## src/core/hsfm_pkg.sv

```systemverilog
/*
 * constants, register map and state encoding of the hot-swap fault manager.
 * assumes a 20 MHz hclk; all other files except the analog model import this package whole.
 */
package hsfm_pkg;

	// ------------------------------------------------------------------
	// timing
	// ------------------------------------------------------------------
	localparam int CLK_PERIOD_NS  = 50;
	localparam int TICK_SHORT_US  = 32;
	localparam int TICK_LONG_US   = 128;
	localparam int DUR_SHORT_US   = 500;
	localparam int DUR_LONG_US    = 2000;
	localparam int DOWN_RATIO     = 128;
	localparam int START_SENSE_MV = 50;
	localparam int COOL_DROP_C    = 20;
	localparam int TICK_SHORT_CYC = (TICK_SHORT_US * 1000) / CLK_PERIOD_NS;
	localparam int TICK_LONG_CYC  = (TICK_LONG_US * 1000) / CLK_PERIOD_NS;
	localparam int OC_LIMIT_SHORT = (DUR_SHORT_US + TICK_SHORT_US - 1) / TICK_SHORT_US;
	localparam int OC_LIMIT_LONG  = (DUR_LONG_US + TICK_LONG_US - 1) / TICK_LONG_US;
	localparam int OFF_TIME_TICKS = 16;

	// ------------------------------------------------------------------
	// register map
	// ------------------------------------------------------------------
	localparam logic [7:0] CTRL_OFF       = 8'h00;
	localparam logic [7:0] STATUS_OFF     = 8'h04;
	localparam logic [7:0] IRQ_STATUS_OFF = 8'h08;
	localparam logic [7:0] IRQ_MASK_OFF   = 8'h0c;

	localparam int CTRL_LATCHED_BIT = 0;
	localparam int CTRL_LONG_BIT    = 1;
	localparam int CTRL_PG_LOW_BIT  = 2;
	localparam int CTRL_W           = 3;
	localparam logic [CTRL_W-1:0] CTRL_RST = 3'h0;

	localparam int STAT_STATE_LSB = 0;
	localparam int STAT_GATE_BIT  = 4;
	localparam int STAT_PG_BIT    = 5;
	localparam int STAT_PINS_LSB  = 8;
	localparam int STAT_INTEG_LSB = 16;
	localparam int STAT_OFF_LSB   = 24;

	localparam int IRQ_OC_BIT     = 0;
	localparam int IRQ_THERM_BIT  = 1;
	localparam int IRQ_SUPPLY_BIT = 2;
	localparam int IRQ_PG_BIT     = 3;
	localparam int IRQ_W          = 4;
	localparam logic [IRQ_W-1:0] IRQ_MASK_RST = 4'h0;

	// synchronised pin vector positions
	localparam int PIN_LOW_SUPPLY  = 0;
	localparam int PIN_HIGH_SUPPLY = 1;
	localparam int PIN_LOCKOUT_OK  = 2;
	localparam int PIN_SENSE_OVER  = 3;
	localparam int PIN_THERM_TRIP  = 4;
	localparam int PIN_THERM_COOL  = 5;
	localparam int PIN_DRAIN_LOW   = 6;
	localparam int PIN_W           = 7;

	typedef enum logic [2:0] {
		ST_IDLE  = 3'b000,
		ST_ON    = 3'b001,
		ST_HOLD  = 3'b010,
		ST_COOL  = 3'b011,
		ST_LATCH = 3'b100
	} state_t;

endpackage

```

## src/core/hsfm_tick_gen.sv

```systemverilog
/*
 * free-running timebase: one-cycle tick every 32 us or 128 us.
 * assumes hclk at the package rate; long_sel may change at any time.
 */
`timescale 1ns/1ps
module hsfm_tick_gen
	import hsfm_pkg::*;
#(
	parameter int SHORT_CYC = TICK_SHORT_CYC,
	parameter int LONG_CYC  = TICK_LONG_CYC
) (
	input  wire logic hclk,
	input  wire logic hresetn,
	input  wire logic long_sel,
	output logic      tick
);

	logic [11:0] cnt_r;
	logic [11:0] last;

	assign last = long_sel ? 12'(LONG_CYC - 1) : 12'(SHORT_CYC - 1);
	assign tick = (cnt_r >= last);

	always_ff @(posedge hclk or negedge hresetn) begin
		if (!hresetn) begin
			cnt_r <= 12'h000;
		end else if (tick) begin
			cnt_r <= 12'h000;
		end else begin
			cnt_r <= cnt_r + 12'h001;
		end
	end

endmodule // hsfm_tick_gen

```

## src/core/hot_swap_fault_manager.sv

```systemverilog
/*
 * gate-enable and fault control of a hot-swap controller, with an
 * ahb-lite register slave. comparator outputs arrive asynchronously on
 * pins and are synchronised here; hclk runs at 20 MHz.
 */
// Summary of operation
// - gate turns on only with supply in range, above lockout, and sense below 50 mV.
// - any detected fault drops gate enable.
// - while overcurrent is present the integrator counts up once per 32 us or 128 us tick.
// - overcurrent shorter than one tick still counts one full tick.
// - an integrator reaching the 500 us (or 2 ms) limit raises an overcurrent fault.
// - without overcurrent the integrator counts down 128 times slower than it counts up.
// - repeated pulses with duty above 1/128 therefore build up to a fault.
// - a thermal trip drops gate enable.
// - autoretry holds off for the off-time and restarts only once the die has cooled 20 C.
// - latched mode holds the gate off after a thermal fault until a supply toggle or reset.
// - a latched restart by the low supply input still waits the off-time.
// - variant bits pick autoretry or latched, 0.5 or 2 ms limit, and power-good polarity.
// - after overcurrent, autoretry restarts after the off-time; latched waits for a toggle.
// - low supply input going low resets a tripped breaker in latched mode.
// - an overvoltage alone never drops power good once asserted.
`timescale 1ns/1ps
module hot_swap_fault_manager
	import hsfm_pkg::*;
#(
	parameter int INTEG_W  = 5,
	parameter int OFF_W    = 16,
	parameter int OFF_TICKS = OFF_TIME_TICKS
) (
	input  wire logic        hclk,
	input  wire logic        hresetn,
	input  wire logic        hsel,
	input  wire logic [31:0] haddr,
	input  wire logic [1:0]  htrans,
	input  wire logic        hwrite,
	input  wire logic [2:0]  hsize,
	input  wire logic [31:0] hwdata,
	input  wire logic        hready,
	output logic             hreadyout,
	output logic             hresp,
	output logic [31:0]      hrdata,
	input  wire logic        low_supply_input,
	input  wire logic        high_supply_input,
	input  wire logic        supply_lockout_high_level,
	input  wire logic        current_sense_voltage,
	input  wire logic        thermal_trip,
	input  wire logic        thermal_cooled,
	input  wire logic        drain_low,
	output logic             gate_enable,
	output logic             power_good_output,
	output logic             irq
);

	// ------------------------------------------------------------------
	// pin synchronisers
	// ------------------------------------------------------------------
	logic [PIN_W-1:0] pins_raw;
	logic [PIN_W-1:0] sync1_r;
	logic [PIN_W-1:0] pins_r;

	assign pins_raw = {drain_low, thermal_cooled, thermal_trip,
		current_sense_voltage, supply_lockout_high_level,
		high_supply_input, low_supply_input};

	genvar gi;
	generate
		for (gi = 0; gi < PIN_W; gi++) begin : g_sync
			always_ff @(posedge hclk or negedge hresetn) begin
				if (!hresetn) begin
					sync1_r[gi] <= 1'b0;
					pins_r[gi]  <= 1'b0;
				end else begin
					sync1_r[gi] <= pins_raw[gi];
					pins_r[gi]  <= sync1_r[gi];
				end
			end
		end
	endgenerate

	logic uv_ok;
	logic ov_high;
	logic lockout_ok;
	logic sense_over;
	logic therm_trip;
	logic therm_cool;
	logic drain_is_low;

	assign uv_ok        = pins_r[PIN_LOW_SUPPLY];
	assign ov_high      = pins_r[PIN_HIGH_SUPPLY];
	assign lockout_ok   = pins_r[PIN_LOCKOUT_OK];
	assign sense_over   = pins_r[PIN_SENSE_OVER];
	assign therm_trip   = pins_r[PIN_THERM_TRIP];
	assign therm_cool   = pins_r[PIN_THERM_COOL];
	assign drain_is_low = pins_r[PIN_DRAIN_LOW];

	// ------------------------------------------------------------------
	// control register and timebase
	// ------------------------------------------------------------------
	logic [CTRL_W-1:0] ctrl_r;
	logic              latched_mode;
	logic              long_mode;
	logic              pg_active_low;
	logic              tick;

	assign latched_mode  = ctrl_r[CTRL_LATCHED_BIT];
	assign long_mode     = ctrl_r[CTRL_LONG_BIT];
	assign pg_active_low = ctrl_r[CTRL_PG_LOW_BIT];

	hsfm_tick_gen u_tick (
		.hclk     (hclk),
		.hresetn  (hresetn),
		.long_sel (long_mode),
		.tick     (tick)
	);

	// ------------------------------------------------------------------
	// overcurrent integrator
	// ------------------------------------------------------------------
	state_t             state_r;
	state_t             state_nxt;
	logic               oc_seen_r;
	logic               sense_q_r;
	logic               oc_hit;
	logic [INTEG_W-1:0] integ_r;
	logic [INTEG_W-1:0] oc_limit;
	logic [6:0]         down_pre_r;
	logic               oc_fault;

	always_ff @(posedge hclk or negedge hresetn) begin
		if (!hresetn) begin
			sense_q_r <= 1'b0;
		end else begin
			sense_q_r <= sense_over;
		end
	end

	// a new overcurrent inside the tick window counts for the whole tick; one that
	// only runs over a tick boundary is not credited a second time
	always_ff @(posedge hclk or negedge hresetn) begin
		if (!hresetn) begin
			oc_seen_r <= 1'b0;
		end else if (tick) begin
			oc_seen_r <= 1'b0;
		end else if (sense_over && !sense_q_r) begin
			oc_seen_r <= 1'b1;
		end
	end

	assign oc_hit   = oc_seen_r | sense_over;
	assign oc_limit = long_mode ? INTEG_W'(OC_LIMIT_LONG) : INTEG_W'(OC_LIMIT_SHORT);
	assign oc_fault = (integ_r >= oc_limit);

	always_ff @(posedge hclk or negedge hresetn) begin
		if (!hresetn) begin
			integ_r    <= '0;
			down_pre_r <= 7'h00;
		end else if (state_r != ST_ON) begin
			integ_r    <= '0;
			down_pre_r <= 7'h00;
		end else if (tick && oc_hit) begin
			down_pre_r <= 7'h00;
			if (!oc_fault) begin
				integ_r <= integ_r + INTEG_W'(1);
			end
		end else if (tick) begin
			down_pre_r <= down_pre_r + 7'h01;
			if (down_pre_r == 7'(DOWN_RATIO - 1) && integ_r != '0) begin
				integ_r <= integ_r - INTEG_W'(1);
			end
		end
	end

	// ------------------------------------------------------------------
	// gate state machine
	// ------------------------------------------------------------------
	logic             supply_ok;
	logic             start_ok;
	logic             fault_now;
	logic [OFF_W-1:0] off_cnt_r;
	logic             off_done;
	logic             therm_cause_r;

	assign supply_ok = uv_ok & ~ov_high & lockout_ok;
	assign start_ok  = supply_ok & ~sense_over;
	assign fault_now = oc_fault | therm_trip;
	assign off_done  = (off_cnt_r == '0);

	always_comb begin
		state_nxt = state_r;
		unique case (state_r)
			ST_IDLE: begin
				if (start_ok && !therm_trip) begin
					state_nxt = ST_ON;
				end
			end
			ST_ON: begin
				if (fault_now) begin
					state_nxt = latched_mode ? ST_LATCH : ST_HOLD;
				end else if (!supply_ok) begin
					state_nxt = ST_IDLE;
				end
			end
			ST_HOLD: begin
				if (off_done) begin
					if (therm_cause_r && !latched_mode && !therm_cool) begin
						state_nxt = ST_COOL;
					end else begin
						state_nxt = ST_IDLE;
					end
				end
			end
			ST_COOL: begin
				if (therm_cool) begin
					state_nxt = ST_IDLE;
				end
			end
			ST_LATCH: begin
				if (!uv_ok) begin
					state_nxt = ST_HOLD;
				end
			end
			default: begin
				state_nxt = ST_IDLE;
			end
		endcase
	end

	always_ff @(posedge hclk or negedge hresetn) begin
		if (!hresetn) begin
			state_r <= ST_IDLE;
		end else begin
			state_r <= state_nxt;
		end
	end

	always_ff @(posedge hclk or negedge hresetn) begin
		if (!hresetn) begin
			therm_cause_r <= 1'b0;
		end else if (state_r == ST_ON && fault_now) begin
			therm_cause_r <= therm_trip;
		end
	end

	// off-time counted in ticks from entry to hold
	always_ff @(posedge hclk or negedge hresetn) begin
		if (!hresetn) begin
			off_cnt_r <= '0;
		end else if (state_r != ST_HOLD && state_nxt == ST_HOLD) begin
			off_cnt_r <= OFF_W'(OFF_TICKS);
		end else if (state_r == ST_HOLD && tick && !off_done) begin
			off_cnt_r <= off_cnt_r - OFF_W'(1);
		end
	end

	always_ff @(posedge hclk or negedge hresetn) begin
		if (!hresetn) begin
			gate_enable <= 1'b0;
		end else begin
			gate_enable <= (state_nxt == ST_ON);
		end
	end

	// ------------------------------------------------------------------
	// power good
	// ------------------------------------------------------------------
	logic pg_r;
	logic pg_clear;

	// an overvoltage alone is not among the clearing causes
	assign pg_clear = ~uv_ok | ~lockout_ok | (state_r == ST_HOLD)
		| (state_r == ST_LATCH) | (state_r == ST_COOL);

	always_ff @(posedge hclk or negedge hresetn) begin
		if (!hresetn) begin
			pg_r <= 1'b0;
		end else if (pg_clear) begin
			pg_r <= 1'b0;
		end else if (state_r == ST_ON && drain_is_low) begin
			pg_r <= 1'b1;
		end
	end

	always_ff @(posedge hclk or negedge hresetn) begin
		if (!hresetn) begin
			power_good_output <= 1'b0;
		end else begin
			power_good_output <= pg_r ^ pg_active_low;
		end
	end

	// ------------------------------------------------------------------
	// ahb-lite slave
	// ------------------------------------------------------------------
	logic       acc_ok;
	logic       wr_pend_r;
	logic [7:0] wr_addr_r;
	logic       wr_ctrl;
	logic       wr_w1c;
	logic       wr_mask;

	assign hreadyout = 1'b1;
	assign hresp     = 1'b0;
	assign acc_ok    = hsel & hready & htrans[1] & (hsize == 3'b010);

	always_ff @(posedge hclk or negedge hresetn) begin
		if (!hresetn) begin
			wr_pend_r <= 1'b0;
			wr_addr_r <= 8'h00;
		end else begin
			wr_pend_r <= acc_ok & hwrite;
			wr_addr_r <= haddr[7:0];
		end
	end

	assign wr_ctrl = wr_pend_r && wr_addr_r == CTRL_OFF;
	assign wr_w1c  = wr_pend_r && wr_addr_r == IRQ_STATUS_OFF;
	assign wr_mask = wr_pend_r && wr_addr_r == IRQ_MASK_OFF;

	always_ff @(posedge hclk or negedge hresetn) begin
		if (!hresetn) begin
			ctrl_r <= CTRL_RST;
		end else if (wr_ctrl) begin
			ctrl_r <= hwdata[CTRL_W-1:0];
		end
	end

	// ------------------------------------------------------------------
	// interrupts
	// ------------------------------------------------------------------
	logic [IRQ_W-1:0] irq_status_r;
	logic [IRQ_W-1:0] irq_mask_r;
	logic [IRQ_W-1:0] irq_ev;
	logic [IRQ_W-1:0] irq_clr;

	always_comb begin
		irq_ev                 = '0;
		irq_ev[IRQ_OC_BIT]     = (state_r == ST_ON) & oc_fault;
		irq_ev[IRQ_THERM_BIT]  = (state_r == ST_ON) & therm_trip;
		irq_ev[IRQ_SUPPLY_BIT] = (state_r == ST_ON) & ~supply_ok;
		irq_ev[IRQ_PG_BIT]     = ~pg_r & ~pg_clear & (state_r == ST_ON) & drain_is_low;
	end

	assign irq_clr = wr_w1c ? hwdata[IRQ_W-1:0] : '0;

	// set wins over a clear in the same cycle
	always_ff @(posedge hclk or negedge hresetn) begin
		if (!hresetn) begin
			irq_status_r <= '0;
		end else begin
			irq_status_r <= (irq_status_r & ~irq_clr) | irq_ev;
		end
	end

	always_ff @(posedge hclk or negedge hresetn) begin
		if (!hresetn) begin
			irq_mask_r <= IRQ_MASK_RST;
		end else if (wr_mask) begin
			irq_mask_r <= hwdata[IRQ_W-1:0];
		end
	end

	always_ff @(posedge hclk or negedge hresetn) begin
		if (!hresetn) begin
			irq <= 1'b0;
		end else begin
			irq <= |(((irq_status_r & ~irq_clr) | irq_ev) & irq_mask_r);
		end
	end

	// ------------------------------------------------------------------
	// read data, sampled in the address phase
	// ------------------------------------------------------------------
	logic [31:0] status_word;
	logic [31:0] rd_nxt;

	always_comb begin
		status_word = 32'h0000_0000;
		status_word[STAT_STATE_LSB +: 3]      = state_r;
		status_word[STAT_GATE_BIT]            = gate_enable;
		status_word[STAT_PG_BIT]              = pg_r;
		status_word[STAT_PINS_LSB +: PIN_W]   = pins_r;
		status_word[STAT_INTEG_LSB +: INTEG_W] = integ_r;
		status_word[STAT_OFF_LSB +: 8]        = off_cnt_r[7:0];
	end

	always_comb begin
		rd_nxt = 32'h0000_0000;
		unique case (haddr[7:0])
			CTRL_OFF:       rd_nxt[CTRL_W-1:0] = ctrl_r;
			STATUS_OFF:     rd_nxt = status_word;
			IRQ_STATUS_OFF: rd_nxt[IRQ_W-1:0] = irq_status_r;
			IRQ_MASK_OFF:   rd_nxt[IRQ_W-1:0] = irq_mask_r;
			default:        rd_nxt = 32'h0000_0000;
		endcase
	end

	always_ff @(posedge hclk or negedge hresetn) begin
		if (!hresetn) begin
			hrdata <= 32'h0000_0000;
		end else if (acc_ok && !hwrite) begin
			hrdata <= rd_nxt;
		end
	end

endmodule // hot_swap_fault_manager

```

## config.mk

```make
export PLATFORM = sky130hd
export DESIGN_NAME = hot_swap_fault_manager
export DESIGN_NICKNAME = d
export VERILOG_FILES = /design/src/core/hsfm_pkg.sv /design/src/core/hsfm_tick_gen.sv /design/src/core/hot_swap_fault_manager.sv
export SDC_FILE = /design/constraint.sdc
export NUM_CORES = 1
export LEC_CHECK = 0
export ABC_AREA = 1
export BUFFER_PORTS_ARGS = -buffer_cell sky130_fd_sc_hd__buf_2
export CAP_MARGIN = 20
export CORE_MARGIN = 2
export CORE_UTILIZATION = 47
export CTS_BUF_LIST = sky130_fd_sc_hd__clkbuf_4
export DETAILED_ROUTE_END_ITERATION = 12
export GPL_TIMING_DRIVEN = 0
export PLACE_DENSITY = 0.71
export RECOVER_POWER = 25
export SYNTH_ARGS = -nofsm -noshare
export SYNTH_HDL_FRONTEND = slang
export SYNTH_HIERARCHICAL = 1
export SYNTH_SLANG_ARGS = --single-unit
```

## constraint.sdc

```tcl
create_clock -name hclk -period 6.05 [get_ports hclk]
set_clock_uncertainty 0.05 [all_clocks]
set_input_delay 0 -clock hclk [delete_from_list [all_inputs] [get_ports hclk]]
set_output_delay 0 -clock hclk [all_outputs]
set_load 0.01 [all_outputs]
```

==> reports/results.tsv <==
stage	metric	value	unit
clock_tree	cts_buffers	9	
routing	drc	0	
power_and_ir_drop	finalPower	1.18	mW
timing	setup_viol	0	
routing	drt-initial-drc-count	260	
routing	drt-total-wl	11500	µm
timing	max_slew_margin	-1.28	
clock_tree	cts_tree	done	
yosys	syn_area	5360	µm²
yosys	yosysWarnings	6	
setup_path	critPathTopFamily	buffers and inverters	
power_and_ir_drop	cellLeakagePower	3.23	nW
yosys	synthCells	653	
clock_tree	htreeDepth	3	
die	dieArea	12300	µm²
setup_path	critical_path_buf_inv_count	2	
yosys	syn-mean-instance-area	8.21	µm²
timing	tightest_slew	3.42	ns
finish	layout-drive-gt1-share	0.147	
placement	hpwl	8480	µm
global_route	grt_pass1_wl	19800	µm
timing	hold_violations	0	
die	fp.coreArea	11000	µm²
finish	diodes	0	
setup_path	ff2ff_setup_slack	3.06	ns
placement	io_buffer_count	56	
timing	period_share	0.523	
routing	vias	4476	
routing	vias_per_cell	5.00	
routing	final_antenna_net_count	0	
setup_path	worstPathArrival	2.96	ns
timing	setup_total_negative_slack	0	ns
routing	wl_per_cell	12.9	µm
timing	rsz0062_at_grt	false	
power_and_ir_drop	vdd_drop_max	0.167	mV
yosys	seq_area_frac_synth	0.514	
setup_path	crit_fanout	65	
setup_path	worstSetupPathType	input pin to async pin	
clock_tree	cts_root_buf	clkbuf_4	
setup_path	cp.required	5.85	ns
die	chipWidth	111	µm
global_route	grt_max_degree	66	
global_route	grt_pass1_vias	4389	
die	die_y	111	µm
yosys	ys_types	36	
setup_path	end_kind	async pin	
die	num_rows	38	
setup_path	r2r_cells	16	
timing	clock.fmax	316	MHz
timing	final.min_clock_period	3.16	ns
setup_path	worst_setup_path_start_kind	input pin	
clock_tree	post_cts_resized	0	
clock_tree	cts_sinks	110	
setup_path	cp_num_cells	2	
placement	routabilityCongestion	0.896	
clock_tree	clkTransAtPathRegs	0.15	ns
status	status	finished with violations	
timing	maxSlewViolCount	65	
global_route	antenna_found_initial	0	
power_and_ir_drop	power_density	191	nW/µm²
setup_path	path_cells	dlygate4sd3_1, clkbuf_1	
global_route	overflow	0	
worst_hold_path	whs_path_depth	2	
setup_path	crit_slowest_cell	clkbuf_1	
global_route	track_usage	0.198	
status	violations	max-capacitance violations, max-slew violations	
die	io-pin-count	118	
worst_hold_path	hold_class	input pin to flip-flop	
clock_tree	clkLatencyLatePin	0.48	ns
clock_tree	cts_buffer_depth	2	
job	maxCapViolations	1	
yosys	yosys_register_bits	110	
finish	syn2layout_area_growth	15.8	%
finish	fin_nets	843	
setup_path	critPathMaxStageDelay	2.39	ns
routing	first_pass_iters	5	
die	start_util	0.488	
-- timing repair --
| item | CTS | global route |
|---|---|---|
| endpoints found under the hold margin | 99 | 0 |
| hold buffers | 24 | 0 |
| setup buffers | 0 | 0 |
-- metrics by stage --
stage	area, µm²	utilization	cells	worst slack, ns	hold WS [ns]
2_1_floorplan	5380	-	659	3.44	-0.346
3_3_place_gp	5840	0.531	855	3.13	0.0580
3_5_place_dp	5860	0.533	856	3.08	0.0593
4_1_cts	6220	0.566	896	3.04	0.0630
5_1_grt	6200	0.565	896	2.17	0.0496
6_report	6200	0.565	896	2.89	0.0960
-- sequential cells by signal, indices dropped and copies added (netlist names), 3 cells and up --
register	count
sync1_r	7
u_tick/cnt_r	12
integ_r	5
off_cnt_r	16
irq_status_r	4
state_r	3
down_pre_r	7
ctrl_r	3
wr_addr_r	8
irq_mask_r	4
hrdata	26
-- layout make-up --
| type | instances | area [µm²] |
|---|---|---|
| well taps | 140 | 175 |
| clock inverters | 5 | 35.0 |
| fillers | 991 | 4780 |
| repair buffers | 81 | 529 |
| flip-flops and latches | 110 | 2750 |
| multi-input cells | 443 | 2180 |
| plain buffers | 19 | 124 |
| clock buffers | 11 | 82.6 |
| inverters | 87 | 327 |
-- metal layers --
layer | track usage | routed length [µm] | up-vias
li1 | - | - | 2261
met1 | 0.249 | 4890 | 2091
met2 | 0.325 | 5770 | 100
met3 | 0.0448 | 580 | 24
met4 | 0.0925 | 297 | 0
met5 | 0 | 0 | -
-- synth_stat cells, drive strengths merged --
| master | number | area share |
|---|---|---|
| a32o | 1 | 0.0019 |
| nand4 | 17 | 0.020 |
| nand2 | 185 | 0.13 |
| nor3 | 8 | 0.0096 |
| nand3 | 45 | 0.044 |
| fa | 1 | 0.0037 |
| conb | 2 | 0.0014 |
| inv | 85 | 0.060 |
| o31ai | 15 | 0.021 |
| nor4 | 2 | 0.0023 |
| nor2 | 92 | 0.077 |
| xor2 | 5 | 0.0082 |
| clkbuf | 8 | 0.0056 |
| buf | 11 | 0.018 |
| o21ai | 36 | 0.034 |
| clkinv | 2 | 0.0014 |
| xnor2 | 5 | 0.0082 |
| a21oi | 6 | 0.0063 |
| ha | 10 | 0.023 |
| o22ai | 1 | 0.0012 |
| dfrtp | 110 | 0.51 |
| o21a | 2 | 0.0028 |
| or2 | 1 | 0.0012 |
| o21bai | 2 | 0.0035 |
| a211oi | 1 | 0.0014 |
-- cells in the final DEF, fill, tap and decap left out, drive strengths merged --
master / count
fa: 1
o21ai: 36
conb: 8
o31ai: 15
o22ai: 1
or2: 1
o21bai: 2
clkbuf: 28
clkinv: 3
nand3: 45
xor2: 5
buf: 59
o21a: 2
nand4: 17
nor4: 2
ha: 10
a211oi: 1
a21oi: 6
clkinvlp: 3
nor2: 92
dfrtp: 110
xnor2: 5
nand2: 185
nor3: 8
inv: 86
dlygate4sd3: 24
a32o: 1
-- report_power, final --
part / internal, mW / switching, mW / total (mW)
Sequential: 0.749 / 0.00762 / 0.757
Combinational: 0.0340 / 0.0572 / 0.0912
Clock: 0.0939 / 0.240 / 0.334
-- final timing paths --
kind | startpoint | to
setup / recovery | hresetn | off_cnt_r[5]
hold / removal | thermal_trip | sync1_r[4]
setup reg to reg | ctrl_r[1] | integ_r[4]
hold reg to reg | sync1_r[6] | drain_is_low
max in group hclk | ctrl_r[1] | integ_r[4]
min in group asynchronous | hresetn | u_tick/cnt_r[10]
-- cell families after synthesis --
| family | share of synthesized area |
|---|---|
| buf+inv | 0.0841 |
| other cells | 0.00140 |
| fa+ha+maj | 0.0271 |
| flops | 0.514 |
| compound gates | 0.0717 |
| xor+xnor | 0.0163 |
| simple gates | 0.286 |
Power figures use the tool's default switching activity.
